**src/include/tlip_pkg.sv**
```systemverilog
package tlip_pkg;

	// ********************************************************************
	// Sizes.
	// ********************************************************************
	localparam int SOURCES = 12;
	localparam int FLAGS   = 17;

	// ********************************************************************
	// Register byte offsets on the Wishbone slave.
	// ********************************************************************
	localparam logic [7:0] OFS_ENABLE  = 8'ha8;
	localparam logic [7:0] OFS_EXT_EN  = 8'hac;
	localparam logic [7:0] OFS_PRIO    = 8'hb0;
	localparam logic [7:0] OFS_PEND    = 8'hb4;
	localparam logic [7:0] OFS_IRQMASK = 8'hb8;
	localparam logic [7:0] OFS_STATUS  = 8'hbc;

	// ********************************************************************
	// Field positions and reset values.
	// ********************************************************************
	localparam int         BIT_GLOBAL_EN = 7;
	localparam int         SRC_EN_BITS   = 6;
	localparam logic [7:0] EN_RST        = 8'h00;
	localparam logic [5:0] EXT_EN_RST    = 6'h00;
	localparam logic [11:0] PRIO_RST     = 12'h000;

	// ********************************************************************
	// Vectors and pending flag layout.
	// ********************************************************************
	localparam logic [15:0] VEC_RESET  = 16'h0000;
	localparam logic [15:0] VEC_FIRST  = 16'h0003;
	localparam logic [11:0] HW_CLR_SRC = 12'h00f;
	localparam logic [11:0][16:0] SRC_FLAGS = {
		17'h10000, 17'h08000, 17'h07800, 17'h00400,
		17'h00200, 17'h00100, 17'h000c0, 17'h00030,
		17'h00008, 17'h00004, 17'h00002, 17'h00001};

	// ********************************************************************
	// Response budget in system clocks, the core providing all but detection.
	// ********************************************************************
	localparam int DETECT_CYC = 1;
	localparam int CALL_CYC   = 4;
	localparam int RET_CYC    = 5;
	localparam int DIV_CYC    = 8;
	localparam int BEST_CYC   = DETECT_CYC + CALL_CYC;
	localparam int WORST_CYC  = DETECT_CYC + RET_CYC + DIV_CYC + CALL_CYC;

	// ********************************************************************
	// Whole state of the top module.
	// ********************************************************************
	typedef struct packed {
		logic [7:0]  en;
		logic [5:0]  ext_en;
		logic [11:0] prio;
		logic [16:0] pend;
		logic [16:0] mask;
		logic        act_hi;
		logic        act_lo;
		logic        hold;
		logic        req;
		logic [15:0] vector;
		logic [3:0]  idx;
		logic        lvl;
		logic        irq;
		logic        wb_ack;
		logic [31:0] wb_dat;
	} tlip_state_t;

	localparam tlip_state_t STATE_RST = '{en: EN_RST, ext_en: EXT_EN_RST, prio: PRIO_RST,
		vector: VEC_RESET, default: '0};

endpackage

```
**src/include/tlip_pick_if.sv**
```systemverilog
`timescale 1ns/1ps
interface tlip_pick_if #(
	parameter int N = 12
);
	logic [N-1:0]         req;
	logic [N-1:0]         hi;
	logic                 valid;
	logic                 lvl;
	logic [$clog2(N)-1:0] idx;

	modport user   (output req, output hi, input valid, input lvl, input idx);
	modport picker (input req, input hi, output valid, output lvl, output idx);
endinterface

```
**src/logic/tlip_pick.sv**
```systemverilog
`timescale 1ns/1ps
module tlip_pick #(
	parameter int N = 12
) (
	// Requests and their levels.
	tlip_pick_if.picker pk
);

	logic [N-1:0] hi_req;
	logic [N-1:0] pool;

	// High level wins; the lowest order number wins within a level.
	always_comb begin
		hi_req   = pk.req & pk.hi;
		pool     = (|hi_req) ? hi_req : pk.req;
		pk.valid = |pk.req;
		pk.lvl   = |hi_req;
		pk.idx   = '0;
		for (int i = N - 1; i >= 0; i--) begin
			if (pool[i]) begin
				pk.idx = ($clog2(N))'(i);
			end
		end
	end

endmodule

```
**src/logic/tlip_top.sv**
```systemverilog
`timescale 1ns/1ps
module tlip_top (
	// Clock and reset.
	input  wire logic        mclk,
	input  wire logic        sys_rst,
	// Wishbone slave.
	input  wire logic        wb_cyc,
	input  wire logic        wb_stb,
	input  wire logic        wb_we,
	input  wire logic [7:0]  wb_adr,
	input  wire logic [3:0]  wb_sel,
	input  wire logic [31:0] wb_dat_w,
	output logic             wb_ack,
	output logic [31:0]      wb_dat_r,
	// Pending flag set events from peripherals and pins.
	input  wire logic [16:0] flag_set,
	// Processor core.
	input  wire logic        call_ack,
	input  wire logic        ret_done,
	input  wire logic        instr_done,
	output logic             call_req,
	output logic [15:0]      call_vector,
	output logic             call_level,
	// Interrupt line.
	output logic             irq
);

	// ********************************************************************
	// State and helper signals.
	// ********************************************************************
	tlip_pkg::tlip_state_t s_q;
	tlip_pkg::tlip_state_t s_d;

	logic [11:0] src_req;
	logic [11:0] src_en;
	logic [11:0] active_req;
	logic        allow;
	logic        taken;
	logic        wr;
	logic [31:0] wm;
	logic [31:0] wd;
	logic [16:0] pend_clr;
	logic [16:0] ack_flags;

	tlip_pick_if #(.N(tlip_pkg::SOURCES)) pk ();

	tlip_pick #(
		.N (tlip_pkg::SOURCES)
	) u_pick (
		.pk (pk.picker)
	);

	// ********************************************************************
	// Request collection.
	// ********************************************************************
	// A source with several flags raises one request.
	for (genvar g = 0; g < tlip_pkg::SOURCES; g++) begin : g_src
		assign src_req[g] = |(s_q.pend & tlip_pkg::SRC_FLAGS[g]);
	end

	assign src_en     = {s_q.ext_en, s_q.en[tlip_pkg::SRC_EN_BITS-1:0]};
	// Nothing is recognised while the global enable is clear.
	assign active_req = src_req & src_en & {tlip_pkg::SOURCES{s_q.en[tlip_pkg::BIT_GLOBAL_EN]}};
	assign pk.req     = active_req;
	// Each source selects its level by its own bit.
	assign pk.hi      = s_q.prio;

	// High may enter over low; nothing enters over high or an equal level.
	assign allow     = pk.valid && !s_q.hold && !s_q.act_hi && (pk.lvl || !s_q.act_lo);
	assign taken     = call_ack && s_q.req;
	assign ack_flags = tlip_pkg::SRC_FLAGS[s_q.idx];

	// ********************************************************************
	// Next state.
	// ********************************************************************
	always_comb begin
		s_d      = s_q;
		wm       = {{8{wb_sel[3]}}, {8{wb_sel[2]}}, {8{wb_sel[1]}}, {8{wb_sel[0]}}};
		wd       = wb_dat_w & wm;
		wr       = wb_cyc && wb_stb && wb_we && s_q.wb_ack;
		pend_clr = '0;

		// Bus answer one cycle after the strobe; writes land on the acknowledged edge.
		s_d.wb_ack = wb_cyc && wb_stb && !s_q.wb_ack;
		s_d.wb_dat = 32'h0000_0000;
		if (wb_cyc && wb_stb && !s_q.wb_ack && !wb_we) begin
			case (wb_adr)
				tlip_pkg::OFS_ENABLE:  s_d.wb_dat = {24'h00_0000, s_q.en};
				tlip_pkg::OFS_EXT_EN:  s_d.wb_dat = {26'h000_0000, s_q.ext_en};
				tlip_pkg::OFS_PRIO:    s_d.wb_dat = {20'h0_0000, s_q.prio};
				tlip_pkg::OFS_PEND:    s_d.wb_dat = {15'h0000, s_q.pend};
				tlip_pkg::OFS_IRQMASK: s_d.wb_dat = {15'h0000, s_q.mask};
				tlip_pkg::OFS_STATUS:  s_d.wb_dat = {23'h00_0000, s_q.act_hi, s_q.act_lo,
					s_q.hold, s_q.req, s_q.lvl, s_q.idx};
				default:               s_d.wb_dat = 32'h0000_0000;
			endcase
		end

		if (wr) begin
			case (wb_adr)
				// Six enables, spare flag and global enable, reset to zero.
				tlip_pkg::OFS_ENABLE:  s_d.en = (s_q.en & ~wm[7:0]) | wd[7:0];
				tlip_pkg::OFS_EXT_EN:  s_d.ext_en = (s_q.ext_en & ~wm[5:0]) | wd[5:0];
				// One selects the high level, zero the low level.
				tlip_pkg::OFS_PRIO:    s_d.prio = (s_q.prio & ~wm[11:0]) | wd[11:0];
				tlip_pkg::OFS_PEND:    pend_clr = wd[16:0];
				tlip_pkg::OFS_IRQMASK: s_d.mask = (s_q.mask & ~wm[16:0]) | wd[16:0];
				default:               s_d.en = s_q.en;
			endcase
		end

		// Pins and timers 0 and 1 lose their flag on vectoring.
		if (taken && tlip_pkg::HW_CLR_SRC[s_q.idx]) begin
			pend_clr = pend_clr | ack_flags;
		end
		// Events set flags whatever the enables, and win over a clear.
		s_d.pend = (s_q.pend & ~pend_clr) | flag_set;
		s_d.irq  = |(s_d.pend & s_d.mask);

		// Level tracking from the call acknowledge and the return notice.
		if (taken) begin
			if (s_q.lvl) begin
				s_d.act_hi = 1'b1;
			end else begin
				s_d.act_lo = 1'b1;
			end
		end
		if (ret_done) begin
			if (s_q.act_hi) begin
				s_d.act_hi = 1'b0;
			end else begin
				s_d.act_lo = 1'b0;
			end
			s_d.hold = 1'b1;
		end else if (s_q.hold && instr_done) begin
			// One instruction must complete after the return.
			s_d.hold = 1'b0;
		end

		// Arbitration runs every clock; a request is seen one clock later.
		if (taken || ret_done) begin
			s_d.req = 1'b0;
		end else begin
			s_d.req = allow;
		end
		if (allow) begin
			// Vectors start at 0x0003 and step by eight bytes.
			s_d.idx    = pk.idx;
			s_d.lvl    = pk.lvl;
			s_d.vector = tlip_pkg::VEC_FIRST + {9'h000, pk.idx, 3'h0};
		end
	end

	// ********************************************************************
	// State register.
	// ********************************************************************
	always_ff @(posedge mclk) begin
		if (sys_rst) begin
			// Reset leaves the vector at zero and every source at low level.
			s_q <= tlip_pkg::STATE_RST;
		end else begin
			s_q <= s_d;
		end
	end

	assign wb_ack      = s_q.wb_ack;
	assign wb_dat_r    = s_q.wb_dat;
	assign call_req    = s_q.req;
	assign call_vector = s_q.vector;
	assign call_level  = s_q.lvl;
	assign irq         = s_q.irq;
endmodule

```
**config.mk**
```make
export PLATFORM = sky130hd
export DESIGN_NAME = tlip_top
export DESIGN_NICKNAME = d
export VERILOG_FILES = /design/src/include/tlip_pkg.sv /design/src/include/tlip_pick_if.sv /design/src/logic/tlip_pick.sv /design/src/logic/tlip_top.sv
export SDC_FILE = /design/constraint.sdc
export NUM_CORES = 1
export LEC_CHECK = 0
export ABC_AREA = 1
export BUFFER_PORTS_ARGS = -buffer_cell sky130_fd_sc_hd__clkbuf_2
export CELL_PAD_IN_SITES_DETAIL_PLACEMENT = 0
export CELL_PAD_IN_SITES_GLOBAL_PLACEMENT = 2
export CORE_MARGIN = 2
export CORE_UTILIZATION = 30
export CTS_CLUSTER_DIAMETER = 60
export CTS_CLUSTER_SIZE = 40
export DETAILED_ROUTE_END_ITERATION = 10
export MAX_ROUTING_LAYER = met4
export PLACE_DENSITY_LB_ADDON = 0.1
export SYNTH_ARGS = -nofsm -noshare
export SYNTH_HDL_FRONTEND = slang
export SYNTH_SLANG_ARGS = --single-unit
```
**constraint.sdc**
```tcl
create_clock -name mclk -period 2.2 [get_ports mclk]
set_input_delay 0 -clock mclk [delete_from_list [all_inputs] [get_ports mclk]]
set_output_delay 0 -clock mclk [all_outputs]
set_load 0.05 [all_outputs]
```
Yosys cells after proc, flatten, opt, wreduce, memory -nomap -nowiden. Memories as Yosys holds them, arrays and structs flattened. A register that Yosys moved wholly into a read port is not among the register bits. Cells that the tools add are included.

Flip-flop bits (word level): 119. Memory bits (read-only): 288. Bits of input ports: 69. Output and inout port bits: 52. Logic and storage cells: 110. Memories kept: 2.

Add/subtract/negate cells: 1. Order comparisons: 1. Eq/ne operators: 6. Mux-type cells: 33. Bitwise operators: 22. Reduce and logical (&&, ||, !) cells: 30.

Memories: (name not given) (words 16, width 17, read ports 1, clocked after memory_dff 1, write ports 0, line tlip_top.sv:71) `assign ack_flags = tlip_pkg::SRC_FLAGS[s_q.idx];`; (name not given) (words 16, width 1, read ports 1, clocked after memory_dff 1, write ports 0, line tlip_top.sv:113) `if (taken && tlip_pkg::HW_CLR_SRC[s_q.idx]) begin`.

Operator list (count): 17-bit 2-to-1 mux (6); 17-bit case mux with 6 select lines (1); 17-bit bitwise AND (4); 4-bit 2-to-1 mux (16); 17-bit OR (3); 12-bit bitwise AND (4); 8-bit equality test, second input constant (6); 17-bit inverter (2); 12-bit OR reduction (2); 17-bit OR reduction (1); 12-bit 2-to-1 mux (1); 12-bit inverter (1); 12-bit OR (1); 1-bit logical AND (11); 2-bit by 7-bit adder with 8-bit output, first input constant (1); 8-bit bitwise AND (1); 8-bit inverter (1); 8-bit OR (1); 2-bit OR reduction (4); 1-bit 2-to-1 mux (7); 6-bit bitwise AND (1); 6-bit inverter (1); 6-bit OR (1); 2-bit AND reduction (3); other kinds (7) (13).

Logic depth before layout (Yosys ltp). Gate-level depths: netlist of the first run.

Word-level depth: 20. Gate-level depth with buffers: 25.

Modules after synthesis. A second synthesis of the first run with hierarchy kept.

Cells, all modules: 777. Area total of the unflattened synthesis: 5186.2 µm².

Modules (own cells, without submodules): tlip_top (times used 1, cells an instance 707, area an instance 4857.2 µm², sequential area each 2042.0 µm²); tlip_pick (times used 1, cells an instance 70, area an instance 329.1 µm², sequential area each 0.0 µm²).

Least setup slack after synthesis of the first run. No wires, ideal clock.

Kind: reg-to-reg. Start: reg s_q, in the netlist wb_ack. End: reg s_q, in the netlist irq. Setup time: 0.128 ns. Data arrival time: 2.148 ns. Required time: 2.072 ns. Setup slack: -0.075 ns. Cell stages (with the launch flop): 13. Path buffers: 1. Path through: dfxtp_1 nand2_1 nor2_1 nand2_1 buf_2 nor2_1 inv_1 o211ai_1 a21oi_1 nor4_1 nand2_1 nor3_1 nor2_1.

Longest elaborated chain between the ends: 9.

RTL lines: start, declared (line tlip_top.sv:31) `tlip_pkg::tlip_state_t s_q;`; start signal, assigned (line tlip_top.sv:160) `s_q <= tlip_pkg::STATE_RST;`; 1-bit logical AND * (line tlip_top.sv:80) `wr = wb_cyc && wb_stb && wb_we && s_q.wb_ack;`; 17-bit 2-to-1 mux (line tlip_top.sv:99) `if (wr) begin`; 17-bit OR (line tlip_top.sv:114) `pend_clr = pend_clr | ack_flags;`; 17-bit 2-to-1 mux (line tlip_top.sv:113); 17-bit inverter (line tlip_top.sv:117) `s_d.pend = (s_q.pend & ~pend_clr) | flag_set;`; 17-bit bitwise AND (line tlip_top.sv:117); 17-bit OR (line tlip_top.sv:117); 17-bit bitwise AND * (line tlip_top.sv:118) `s_d.irq = |(s_d.pend & s_d.mask);`; 17-bit OR reduction * (line tlip_top.sv:118).

Mark *: on every way between the ends. The rest lies on a longest branch, timed or not. A chain may end at the register's enable or synchronous reset.

==> summary.md, run 1 <==
| Metric | Value |
|---|---|
| Status | `complete, but fails checks` |
| Failing checks | `setup timing` |
| Row count | `47` |
| Post-place setup slack | `-0.239 ns` |
| Layout area overhead | `38.0%` |
| Max Cap Viol | `0` |
| Cell family with most CP delay | `simple AND/OR/NAND/NOR gates` |
| DR vias/cell | `around 4.7` |
| Slew HR | `0.598` |
| # setup viols final | `17` |
| YS warnings | `0` |
| EDFF count, synth | `0` |
| CP arrival | `~2.7 ns` |
| Clock root buffer | `clkbuf_16` |
| Gr usage total | `0.210` |
| CTS tree | `built` |
| Synth Cell Area | `5160 um^2` |
| Placed Instance Area | `6130 um^2` |
| # diodes | `0` |
| Via count | `roughly 5.3k` |
| Fraction of final layout cells sized beyond drive strength 1 | `0.303` |
| Clock latency on the worst-skew pair | `~0.35 ns` |
| Fin cells | `approximately 1.1k` |
| Initial antenna violation count | `0` |
| Number of DRC markers in iteration 0 | `about 350` |
| Final antenna-violating net count | `0` |
| Initial Util | `0.309` |
| Switching Share | `0.260` |
| Critical path startpoint category | `flop` |
| Worst path slowest cell | `dfxtp_4` |
| Final WL | `between 15000 and 20000 um` |
| Post-Synthesis Cells | `718` |
| Net Sw Power | `between 0.9 and 1 mW` |
| Worst-margin pin slew | `between 0.6 and 0.7 ns` |
| Die Y | `about 140 um` |
| Min cycle time layout | `roughly 2.5 ns` |
| Post-synthesis async set-or-reset flop share | `0` |
| Crit path max fanout | `6` |
| WL/cell | `16.7 um` |
| Die area | `roughly 18000 um^2` |
| Worst endpoint required time | `2.48 ns` |
| Max Root-Sink Buffers | `2` |
| Syn_area_per_cell | `7.19 um^2` |
| Final core occ | `0.427` |
| Worst Skew | `~0.0073 ns` |
| Flop pwr share | `0.496` |
| Pin count of the biggest net entering global routing | `50` |
| Design area | `approximately 7100 um^2` |
| Clock network fraction of design power | `0.406` |
| Leakage | `around 3 nW` |
| Routability cong. | `between 0.8 and 0.9` |
| Io pins | `around 120` |
| Max incr delay on CP | `0.37 ns` |
| VDD IR max | `about 0.36 mV` |
| Highest Clock Rate | `a little over 400 MHz` |
| Total Nets Final | `about 970` |
| Buf+Inv Stages, Crit Path | `4` |
| Cts bufs inserted | `9` |
| Hold Vio Cnt, Final | `0` |
| Internal Pwr Total | `2.82 mW` |
| Min Hold Slack | `around 0.018 ns` |
| Share of the clock period used by the worst path | `1.12` |
| Area contributors post-synth | `dfxtp_1, inv_1, nor2_1` |
| Comb pwr share | `0.099` |
| DRC | `0` |
| Post-synth top area share | `0.395` |
| Top cells by count, synth | `inv_1, dfxtp_1, nor2_1` |
| Fin worst setup slack | `-0.255 ns` |
| # H-tree levels | `3` |
| Setup TNS | `-3.24 ns` |
| Fillers | `approximately 1.8k` |
| RSZ-0062 raised after global routing | `true` |
| Most common cell in the synthesized netlist | `inv_1` |
| Yosys cell types | `between 40 and 50` |
| Yosys reg bits | `~100` |
| Largest area contributor in the netlist | `dfxtp_1` |
| Worst hold path class | `input port to flop` |
| Core area | `16700 um^2` |
| Drt first pass iters | `5` |
| Tot Pwr | `about 3.8 mW` |
| I/O Buffers | `79` |
| First-pass GRT wire length | `between 20000 and 30000 um` |
| PwrDens | `535 nW/um^2` |
| Post-synth top flop | `dfxtp_1` |
| Slew Viols, Final | `0` |
| Crit end category | `flop` |
| Crit-path cells | `buf_12 -> nand4_1 -> nand2_2 -> nor2_4 -> nand2_2 -> nor2_4 -> clkinv_4 -> buf_6 -> o21ai_4 -> buf_6 -> a21oi_2 -> nor3_4 -> nand3_2 -> nor2_1` |
| Vias in the first global route | `~4.8k` |
| Placed cells | `around 1.1k` |
| DP HPWL | `~14000 um` |
| Die width | `135 um` |
| Clk pin slew, worst setup/hold paths | `roughly 0.07 ns` |
| Post-synthesis sequential area ratio | `0.395` |
| Critical path class | `flop to flop` |
| GRT overflow | `0` |
| TritonCTS Sinks | `about 100` |
## path summary, 6_finish.rpt
check	slack, ns	cells past startpoint	from	endpoint
max	-0.26	14	flop	ack_flags[9]
max reg2reg	-0.26	14	flop	ack_flags[9]
min	0.02	5	wb_dat_w[15]	s_q[74]
min reg2reg	0.48	2	call_vector[1]	call_vector[1]
## final cells by class
cell class | count | area, um^2 | share of cell area
clock buffer | 12 | 256 | 0.0360
clock inverter | 3 | 20.0 | 0.00281
inverter | 135 | 520 | 0.0730
multi-input combinational | 437 | 2430 | 0.341
sequential | 102 | 2050 | 0.287
tap | 220 | 275 | 0.0386
timing repair buffer | 210 | 1570 | 0.220
timing repair inverter | 1 | 5.00 | 0.000702
## cells in the final DEF (no fill, tap or decap), types with 9 or more instances in the layout
master | synthesis | routed
a211oi_1 | 17 | 17
nand4_1 | 9 | 9
o21ai_0 | 26 | 19
a21oi_1 | 55 | 53
nand3_1 | 19 | 16
nor2_2 | 6 | 13
buf_4 | 48 | 87
dfxtp_1 | 102 | 100
clkbuf_2 | 0 | 79
nor2_4 | 5 | 9
nand2_2 | 5 | 10
o22ai_1 | 27 | 25
inv_1 | 125 | 122
nor2_1 | 101 | 90
nand2_1 | 81 | 74
dlygate4sd3_1 | 0 | 30
clkbuf_16 | 0 | 11
conb_1 | 1 | 25
## routing by layer
layer | up-vias | routed length, um | global-route usage
met5 | - | 0 | -
met4 | 0 | 323 | 0.0660
met3 | 18 | 1180 | 0.0337
met2 | 183 | 8350 | 0.307
met1 | 2453 | 8890 | 0.298
li1 | 2612 | - | -
## logic make-up (layout without fill, tap and decap cells)
kind of cell / Yosys count / in the layout / share of synthesized area
DFF: 102 / 102 / 0.395
buffers and inverters: 203 / 361 / 0.187
other: 1 / 25 / 0.000726
and+or+nand+nor: 253 / 253 / 0.227
AOI/OAI and AO/OA: 159 / 159 / 0.190
## tightest hold or removal path, cell delays in order
cell,delay (ns)
clkbuf_2,0.09
nand2_1,0.07
o22ai_1,0.07
inv_1,0.07
nor2_1,0.04
## repair_timing
item | 4_1_cts | 5_1_grt
gates resized for setup | 12 | 54
setup endpoints to repair | 17 | 21
hold buffers | 30 | 0
hold endpoints to repair | 31 | 0
cloned | 0 | 3
setup buffers | 12 | 8
pin swaps | 10 | 16
## power groups by stage
stage	combinational, mW	clock (mW)	sequential [mW]
after global placement	0.324	0	1.93
after detailed placement	0.323	0	1.93
after floorplan	0.220	0	1.93
final	0.376	1.55	1.89
after CTS	0.369	1.58	1.89
after global routing	0.404	1.65	1.89
Power figures use the tool's default switching activity.
==> run 2, diff against run 1 <==
==> constraint.sdc (replaced) <==
create_clock -name mclk -period 2.7 [get_ports mclk]
set_input_delay 0 -clock mclk [delete_from_list [all_inputs] [get_ports mclk]]
set_output_delay 0 -clock mclk [all_outputs]
set_load 0.05 [all_outputs]
==> summary.md, run 2 (synthesis results as in run 1) <==
| Metric | Value |
|---|---|
| Core area | `16700 um^2 (unchanged)` |
| Min cycle time layout | `2.36 ns (-0.0948 ns)` |
| Initial Util | `0.309 (unchanged)` |
| # H-tree levels | `3 (unchanged)` |
| Setup TNS | `0 ns (+3.24 ns)` |
| # diodes | `0 (unchanged)` |
| Worst-margin pin slew | `0.529 ns (-0.0747 ns)` |
| Share of the clock period used by the worst path | `0.874 (-0.242)` |
| Design area | `6220 um^2 (-13%)` |
| # setup viols final | `0 (-17)` |
| Failing checks | `hold timing` |
| Drt first pass iters | `6 (+1)` |
| Fraction of final layout cells sized beyond drive strength 1 | `0.183 (-0.120)` |
| RSZ-0062 raised after global routing | `false` |
| Switching Share | `0.241 (-0.0188)` |
| Fillers | `1817 (+3.1%)` |
| Pin count of the biggest net entering global routing | `28 (-44%)` |
| Tot Pwr | `3.22 mW (-15%)` |
| Worst Skew | `0.00771 ns (+0.000418 ns)` |
| Leakage | `2.61 nW (-15%)` |
| Status | `complete, but fails checks` |
| First-pass GRT wire length | `25500 um (-7.3%)` |
| Crit path max fanout | `19 (+13)` |
| Die Y | `135 um (unchanged)` |
| Worst hold path class | `input port to flop` |
| CP arrival | `2.64 ns (-0.10 ns)` |
| Layout area overhead | `20.4%` |
| Highest Clock Rate | `424 MHz (+4.0%)` |
| Comb pwr share | `0.082 (-0.017)` |
| DRC | `0 (unchanged)` |
| Clk pin slew, worst setup/hold paths | `0.07 ns (about the same)` |
| PwrDens | `519 nW/um^2 (-3.1%)` |
| Internal Pwr Total | `2.45 mW (-13%)` |
| Max Root-Sink Buffers | `2 (unchanged)` |
| Final WL | `16800 um (-10%)` |
| Via count | `4774 (-9.3%)` |
| Crit-path cells | `buf_12 -> nand3_1 -> nor2_1 -> nor2_1 -> nand3_2 -> nor2_4 -> inv_4 -> a21oi_4 -> nor3_2 -> nand2_1 -> nand2_1 -> nand2_1 -> a21oi_2 -> nor3_4 -> nand3_2 -> nor2_1` |
| Gr usage total | `0.193 (-0.0169)` |
| DP HPWL | `13200 um (-8.2%)` |
| Min Hold Slack | `-0.000819 ns (-0.0188 ns)` |
| Hold Vio Cnt, Final | `1 (+1)` |
| I/O Buffers | `79 (unchanged)` |
| Routability cong. | `0.827 (-6.8%)` |
| CTS tree | `built` |
| Cell family with most CP delay | `simple AND/OR/NAND/NOR gates` |
| DR vias/cell | `4.62 (-1.7%)` |
| Worst endpoint required time | `2.98 ns (+0.50 ns)` |
| Cts bufs inserted | `9 (unchanged)` |
| Most common cell after layout, fill and taps aside | `inv_1` |
| Crit end category | `flop` |
| Number of DRC markers in iteration 0 | `306 (-12%)` |
| Slew HR | `0.647 (+0.0494)` |
| Final core occ | `0.372 (-0.0542)` |
| Vias in the first global route | `4422 (-7.1%)` |
| Max Cap Viol | `0 (unchanged)` |
| Flop pwr share | `0.478 (-0.018)` |
| Most frequent cells in the layout | `inv_1, dfxtp_1, nor2_1` |
| VDD IR max | `0.331 mV (-7.9%)` |
| Max incr delay on CP | `0.32 ns (-0.05 ns)` |
| Buf+Inv Stages, Crit Path | `2 (-2)` |
| Critical path startpoint category | `flop` |
| TritonCTS Sinks | `102 (unchanged)` |
| Initial antenna violation count | `0 (unchanged)` |
| Die width | `135 um (unchanged)` |
| Clock network fraction of design power | `0.440 (+0.034)` |
| Die area | `18300 um^2 (unchanged)` |
| Fin worst setup slack | `0.339 ns (+0.595 ns)` |
| Fin cells | `1033 (-7.8%)` |
| GRT overflow | `0 (unchanged)` |
| Total Nets Final | `877 (-9.1%)` |
| Critical path class | `flop to flop` |
| Worst path slowest cell | `dfxtp_1` |
| Post-place setup slack | `0.255 ns (+0.494 ns)` |
| Row count | `47 (unchanged)` |
| Slew Viols, Final | `0 (unchanged)` |
| Final antenna-violating net count | `0 (unchanged)` |
| Clock root buffer | `clkbuf_16` |
| Placed cells | `986 (-6.5%)` |
| WL/cell | `16.3 um (-2.9%)` |
| Net Sw Power | `0.778 mW (-22%)` |
| Clock latency on the worst-skew pair | `0.35 ns (about the same)` |
| Io pins | `121 (unchanged)` |
| Placed Instance Area | `5590 um^2 (-8.9%)` |
## run 2: worst register-to-register path: stages (launching register included)
cell and delay, ns:
dfxtp_1 0.32, buf_12 0.15, nand3_1 0.14, nor2_1 0.07
nor2_1 0.14, nand3_2 0.10, nor2_4 0.19, inv_4 0.11
a21oi_4 0.15, nor3_2 0.06, nand2_1 0.07, nand2_1 0.06
nand2_1 0.07, a21oi_2 0.07, nor3_4 0.28, nand3_2 0.18
nor2_1 0.15
## run 2: path summary, 6_finish.rpt
| check | startpoint | to | depth (start not counted) | slack (ns) |
|---|---|---|---|---|
| worst max-delay path | flop | ack_flags[16] | 16 | 0.34 |
| worst min-delay path | wb_dat_w[1] | flop | 3 | -0.0008 |
| worst max register to register | flop | ack_flags[16] | 16 | 0.34 |
| worst min register to register | flop | wb_dat_r[6] | 2 | 0.48 |
## run 2: power by group through the flow
stage	clock network [mW]	logic [mW]	registers, mW
finish	1.42	0.264	1.54
detailed placement	0	0.229	1.58
global placement	0	0.229	1.58
global route	1.54	0.287	1.54
floorplan	0	0.179	1.57
CTS	1.46	0.265	1.54
## run 2: routing by layer
layer	global-route usage	vias to the layer above	wire (um)
met5	-	-	0
met4	0.0567	0	158
met3	0.0221	13	817
met2	0.287	150	7330
met1	0.277	2167	8480
li1	-	2444	-
## run 2: final cells by class
| class | instances | area [um^2] | area share |
|---|---|---|---|
| multi-input combinational | 437 | 2260 | 0.363 |
| sequential | 102 | 2040 | 0.328 |
| timing repair buffer | 123 | 816 | 0.131 |
| inverter | 135 | 510 | 0.0821 |
| tap | 220 | 275 | 0.0443 |
| clock buffer | 13 | 250 | 0.0402 |
| clock inverter | 3 | 67.6 | 0.0109 |
## run 2: what timing repair did
item,in CTS,in global routing
setup endpoints to repair,0,1
hold buffers,31,0
endpoints found under the hold margin,31,0
gates resized for setup,0,2
setup buffers,0,0
==> run 3, diff against run 2 <==
==> config.mk (replaced) <==
export PLATFORM = sky130hd
export DESIGN_NAME = tlip_top
export DESIGN_NICKNAME = d
export VERILOG_FILES = /design/src/include/tlip_pkg.sv /design/src/include/tlip_pick_if.sv /design/src/logic/tlip_pick.sv /design/src/logic/tlip_top.sv
export SDC_FILE = /design/constraint.sdc
export NUM_CORES = 1
export LEC_CHECK = 0
export ABC_AREA = 1
export ABC_CLOCK_PERIOD_IN_PS = 2700
export BUFFER_PORTS_ARGS = -buffer_cell sky130_fd_sc_hd__buf_2
export CORE_MARGIN = 2
export CORE_UTILIZATION = 45
export CTS_CLUSTER_DIAMETER = 60
export CTS_CLUSTER_SIZE = 40
export DETAILED_ROUTE_END_ITERATION = 10
export MAX_ROUTING_LAYER = met4
export PLACE_DENSITY = 0.69
export SYNTH_ARGS = -nofsm -noshare
export SYNTH_HDL_FRONTEND = slang
export SYNTH_SLANG_ARGS = --single-unit
==> summary.md, run 3 (synthesis results as in run 1) <==
| Metric | Value |
|---|---|
| Critical path startpoint category | `flop` |
| Failing checks | `DRC` |
| CP arrival | `2.69 ns (+0.05 ns)` |
| Most frequent cells in the layout | `inv_1, dfxtp_1, nor2_1` |
| Worst hold path class | `input port to flop` |
| DR vias/cell | `5.22 (+13%)` |
| Die width | `111 um (-18%)` |
| Hold depth | `3 (unchanged)` |
| VDD IR max | `0.313 mV (-5.5%)` |
| Initial Util | `0.456 (+0.147)` |
| Cts bufs inserted | `9 (unchanged)` |
| Fin worst setup slack | `0.235 ns (-0.104 ns)` |
| Die area | `12400 um^2 (-32%)` |
| Slew HR | `0.622 (-0.0251)` |
| Core area | `11300 um^2 (-32%)` |
| # setup viols final | `0 (unchanged)` |
| Initial antenna violation count | `0 (unchanged)` |
| Leakage | `2.61 nW (+0.27%)` |
| RSZ-0062 raised after global routing | `false` |
| Worst R2R Setup Slack | `0.23 ns (-0.10 ns)` |
| Highest Clock Rate | `406 MHz (-4.2%)` |
| DP HPWL | `11300 um (-14%)` |
| Final core occ | `0.536 (+0.164)` |
| Worst endpoint required time | `2.93 ns (-0.05 ns)` |
| Worst R2R Path Depth | `11 (-5)` |
| Clock root buffer | `clkbuf_16` |
| First-pass GRT wire length | `23700 um (-7.1%)` |
| PwrDens | `517 nW/um^2 (-0.20%)` |
| TritonCTS Sinks | `102 (unchanged)` |
| Layout area overhead | `17.5%` |
| Max Root-Sink Buffers | `2 (unchanged)` |
| CTS tree | `built` |
| Total Nets Final | `874 (-0.34%)` |
| Final antenna-violating net count | `0 (unchanged)` |
| Pin count of the biggest net entering global routing | `31 (+11%)` |
| Crit path top cell by count | `nand2_1` |
| Gr usage total | `0.248 (+0.0548)` |
| Io pins | `121 (unchanged)` |
| Worst Skew | `0.00812 ns (+0.000408 ns)` |
| Most common cell after layout, fill and taps aside | `inv_1` |
| Routability cong. | `0.949 (+15%)` |
| Crit-path cells | `nand2_1 -> nor2_2 -> nand2_1 -> inv_1 -> nand2_1 -> o211ai_1 -> a21oi_1 -> nor4_1 -> nand2_1 -> nor3_1 -> nor2_1` |
| # diodes | `0 (unchanged)` |
| Die Y | `111 um (-18%)` |
| Max Cap Viol | `0 (unchanged)` |
| Fraction of final layout cells sized beyond drive strength 1 | `0.185 (+0.00191)` |
| Share of the clock period used by the worst path | `0.913 (+0.0387)` |
| Buf+Inv Stages, Crit Path | `1 (-1)` |
| Worst R2R Start | `wb_ack` |
| Setup TNS | `0 ns (unchanged)` |
| Via count | `4976 (+4.2%)` |
| Final WL | `14800 um (-12%)` |
| # H-tree levels | `3 (unchanged)` |
| Clk pin slew, worst setup/hold paths | `0.07 ns (about the same)` |
| Placed Instance Area | `5470 um^2 (-2.2%)` |
| Crit path max fanout | `8 (-11)` |
| Post-place setup slack | `0.158 ns (-0.0966 ns)` |
| Crit end category | `flop` |
| Row count | `39 (-17%)` |
| I/O Buffers | `79 (unchanged)` |
| Critical path class | `flop to flop` |
| Slew Viols, Final | `0 (unchanged)` |
| DRC | `1 (+1)` |
| Worst flop-to-flop path endpoint | `irq` |
| GRT overflow | `0 (unchanged)` |
| Min cycle time layout | `2.47 ns (+0.104 ns)` |
| Hold Vio Cnt, Final | `0 (-1)` |
| Vias in the first global route | `4804 (+8.6%)` |
| Status | `complete, but fails checks` |
| Min Hold Slack | `0.0176 ns (+0.0184 ns)` |
| Drt first pass iters | `9 (+3)` |
| Max incr delay on CP | `0.37 ns (+0.05 ns)` |
| Clock latency on the worst-skew pair | `0.34 ns (about the same)` |
| Cell family with most CP delay | `simple AND/OR/NAND/NOR gates` |
| Hold Startpoint | `wb_dat_w[10]` |
| Design area | `6070 um^2 (-2.4%)` |
| Worst-margin pin slew | `0.565 ns (+0.0362 ns)` |
| WL/cell | `15.6 um (-4.3%)` |
| Worst path slowest cell | `dfxtp_1` |
| Number of DRC markers in iteration 0 | `439 (+43%)` |
## run 3: cell count changes in the layout (fill, tap and decap cells not counted), moves of 2 or more
cell	before	now
clkbuf_1	3	0
clkinv_2	1	3
clkinv_4	0	2
buf_2	0	79
dlygate4sd3_1	31	29
clkbuf_2	79	0
## run 3: layer usage
layer / part of all wire / vias to the layer above / track usage
li1: - / 2430 / -
met1: 0.42 / 2276 / 0.309
met2: 0.48 / 246 / 0.407
met3: 0.083 / 24 / 0.0476
met4: 0.019 / 0 / 0.0848
met5: 0 / - / -
## run 3: worst min-delay path, stage by stage
cell and delay, ns:
buf_2 0.10, o21ai_0 0.11, nor2_1 0.11
## run 3: cell type report
| class | count | area (um^2) |
|---|---|---|
| clock inverters | 5 | 57.6 |
| multi-input cells | 437 | 2250 |
| fillers | 1073 | 5250 |
| well taps | 143 | 179 |
| flip-flops and latches | 102 | 2040 |
| clock buffers | 11 | 253 |
| repair buffers | 120 | 776 |
| inverters | 135 | 510 |
## run 3: how the worst max path moves through the flow
stage               startpoint  end  slack, ns  cells past startpoint
floorplan               wb_ack  irq       0.42                     12
global placement        wb_ack  irq       0.18                     11
detailed placement      wb_ack  irq       0.16                     11
CTS                     wb_ack  irq       0.14                     11
global route            wb_ack  irq       0.02                     11
finish                  wb_ack  irq       0.23                     11
## run 3: report_power, final
part / internal [mW] / total, mW / leakage [nW] / switching, mW
clock network: 0.770 / 1.34 / 0.155 / 0.570
logic: 0.0817 / 0.259 / 1.63 / 0.177
registers: 1.52 / 1.54 / 0.828 / 0.0191
## run 3: timing repair
item	in CTS	in global routing
endpoints found under the setup margin	0	14
hold endpoints to repair	34	0
setup buffers	0	0
hold buffers	29	0
gates resized for setup	0	2
## run 3: metrics by stage
step                      power [mW]  cells
final                           3.14    953
after floorplan                 1.75    742
after global placement          1.79    908
after CTS                       3.16    953
after detailed placement        1.80    908
after global routing            3.24    953
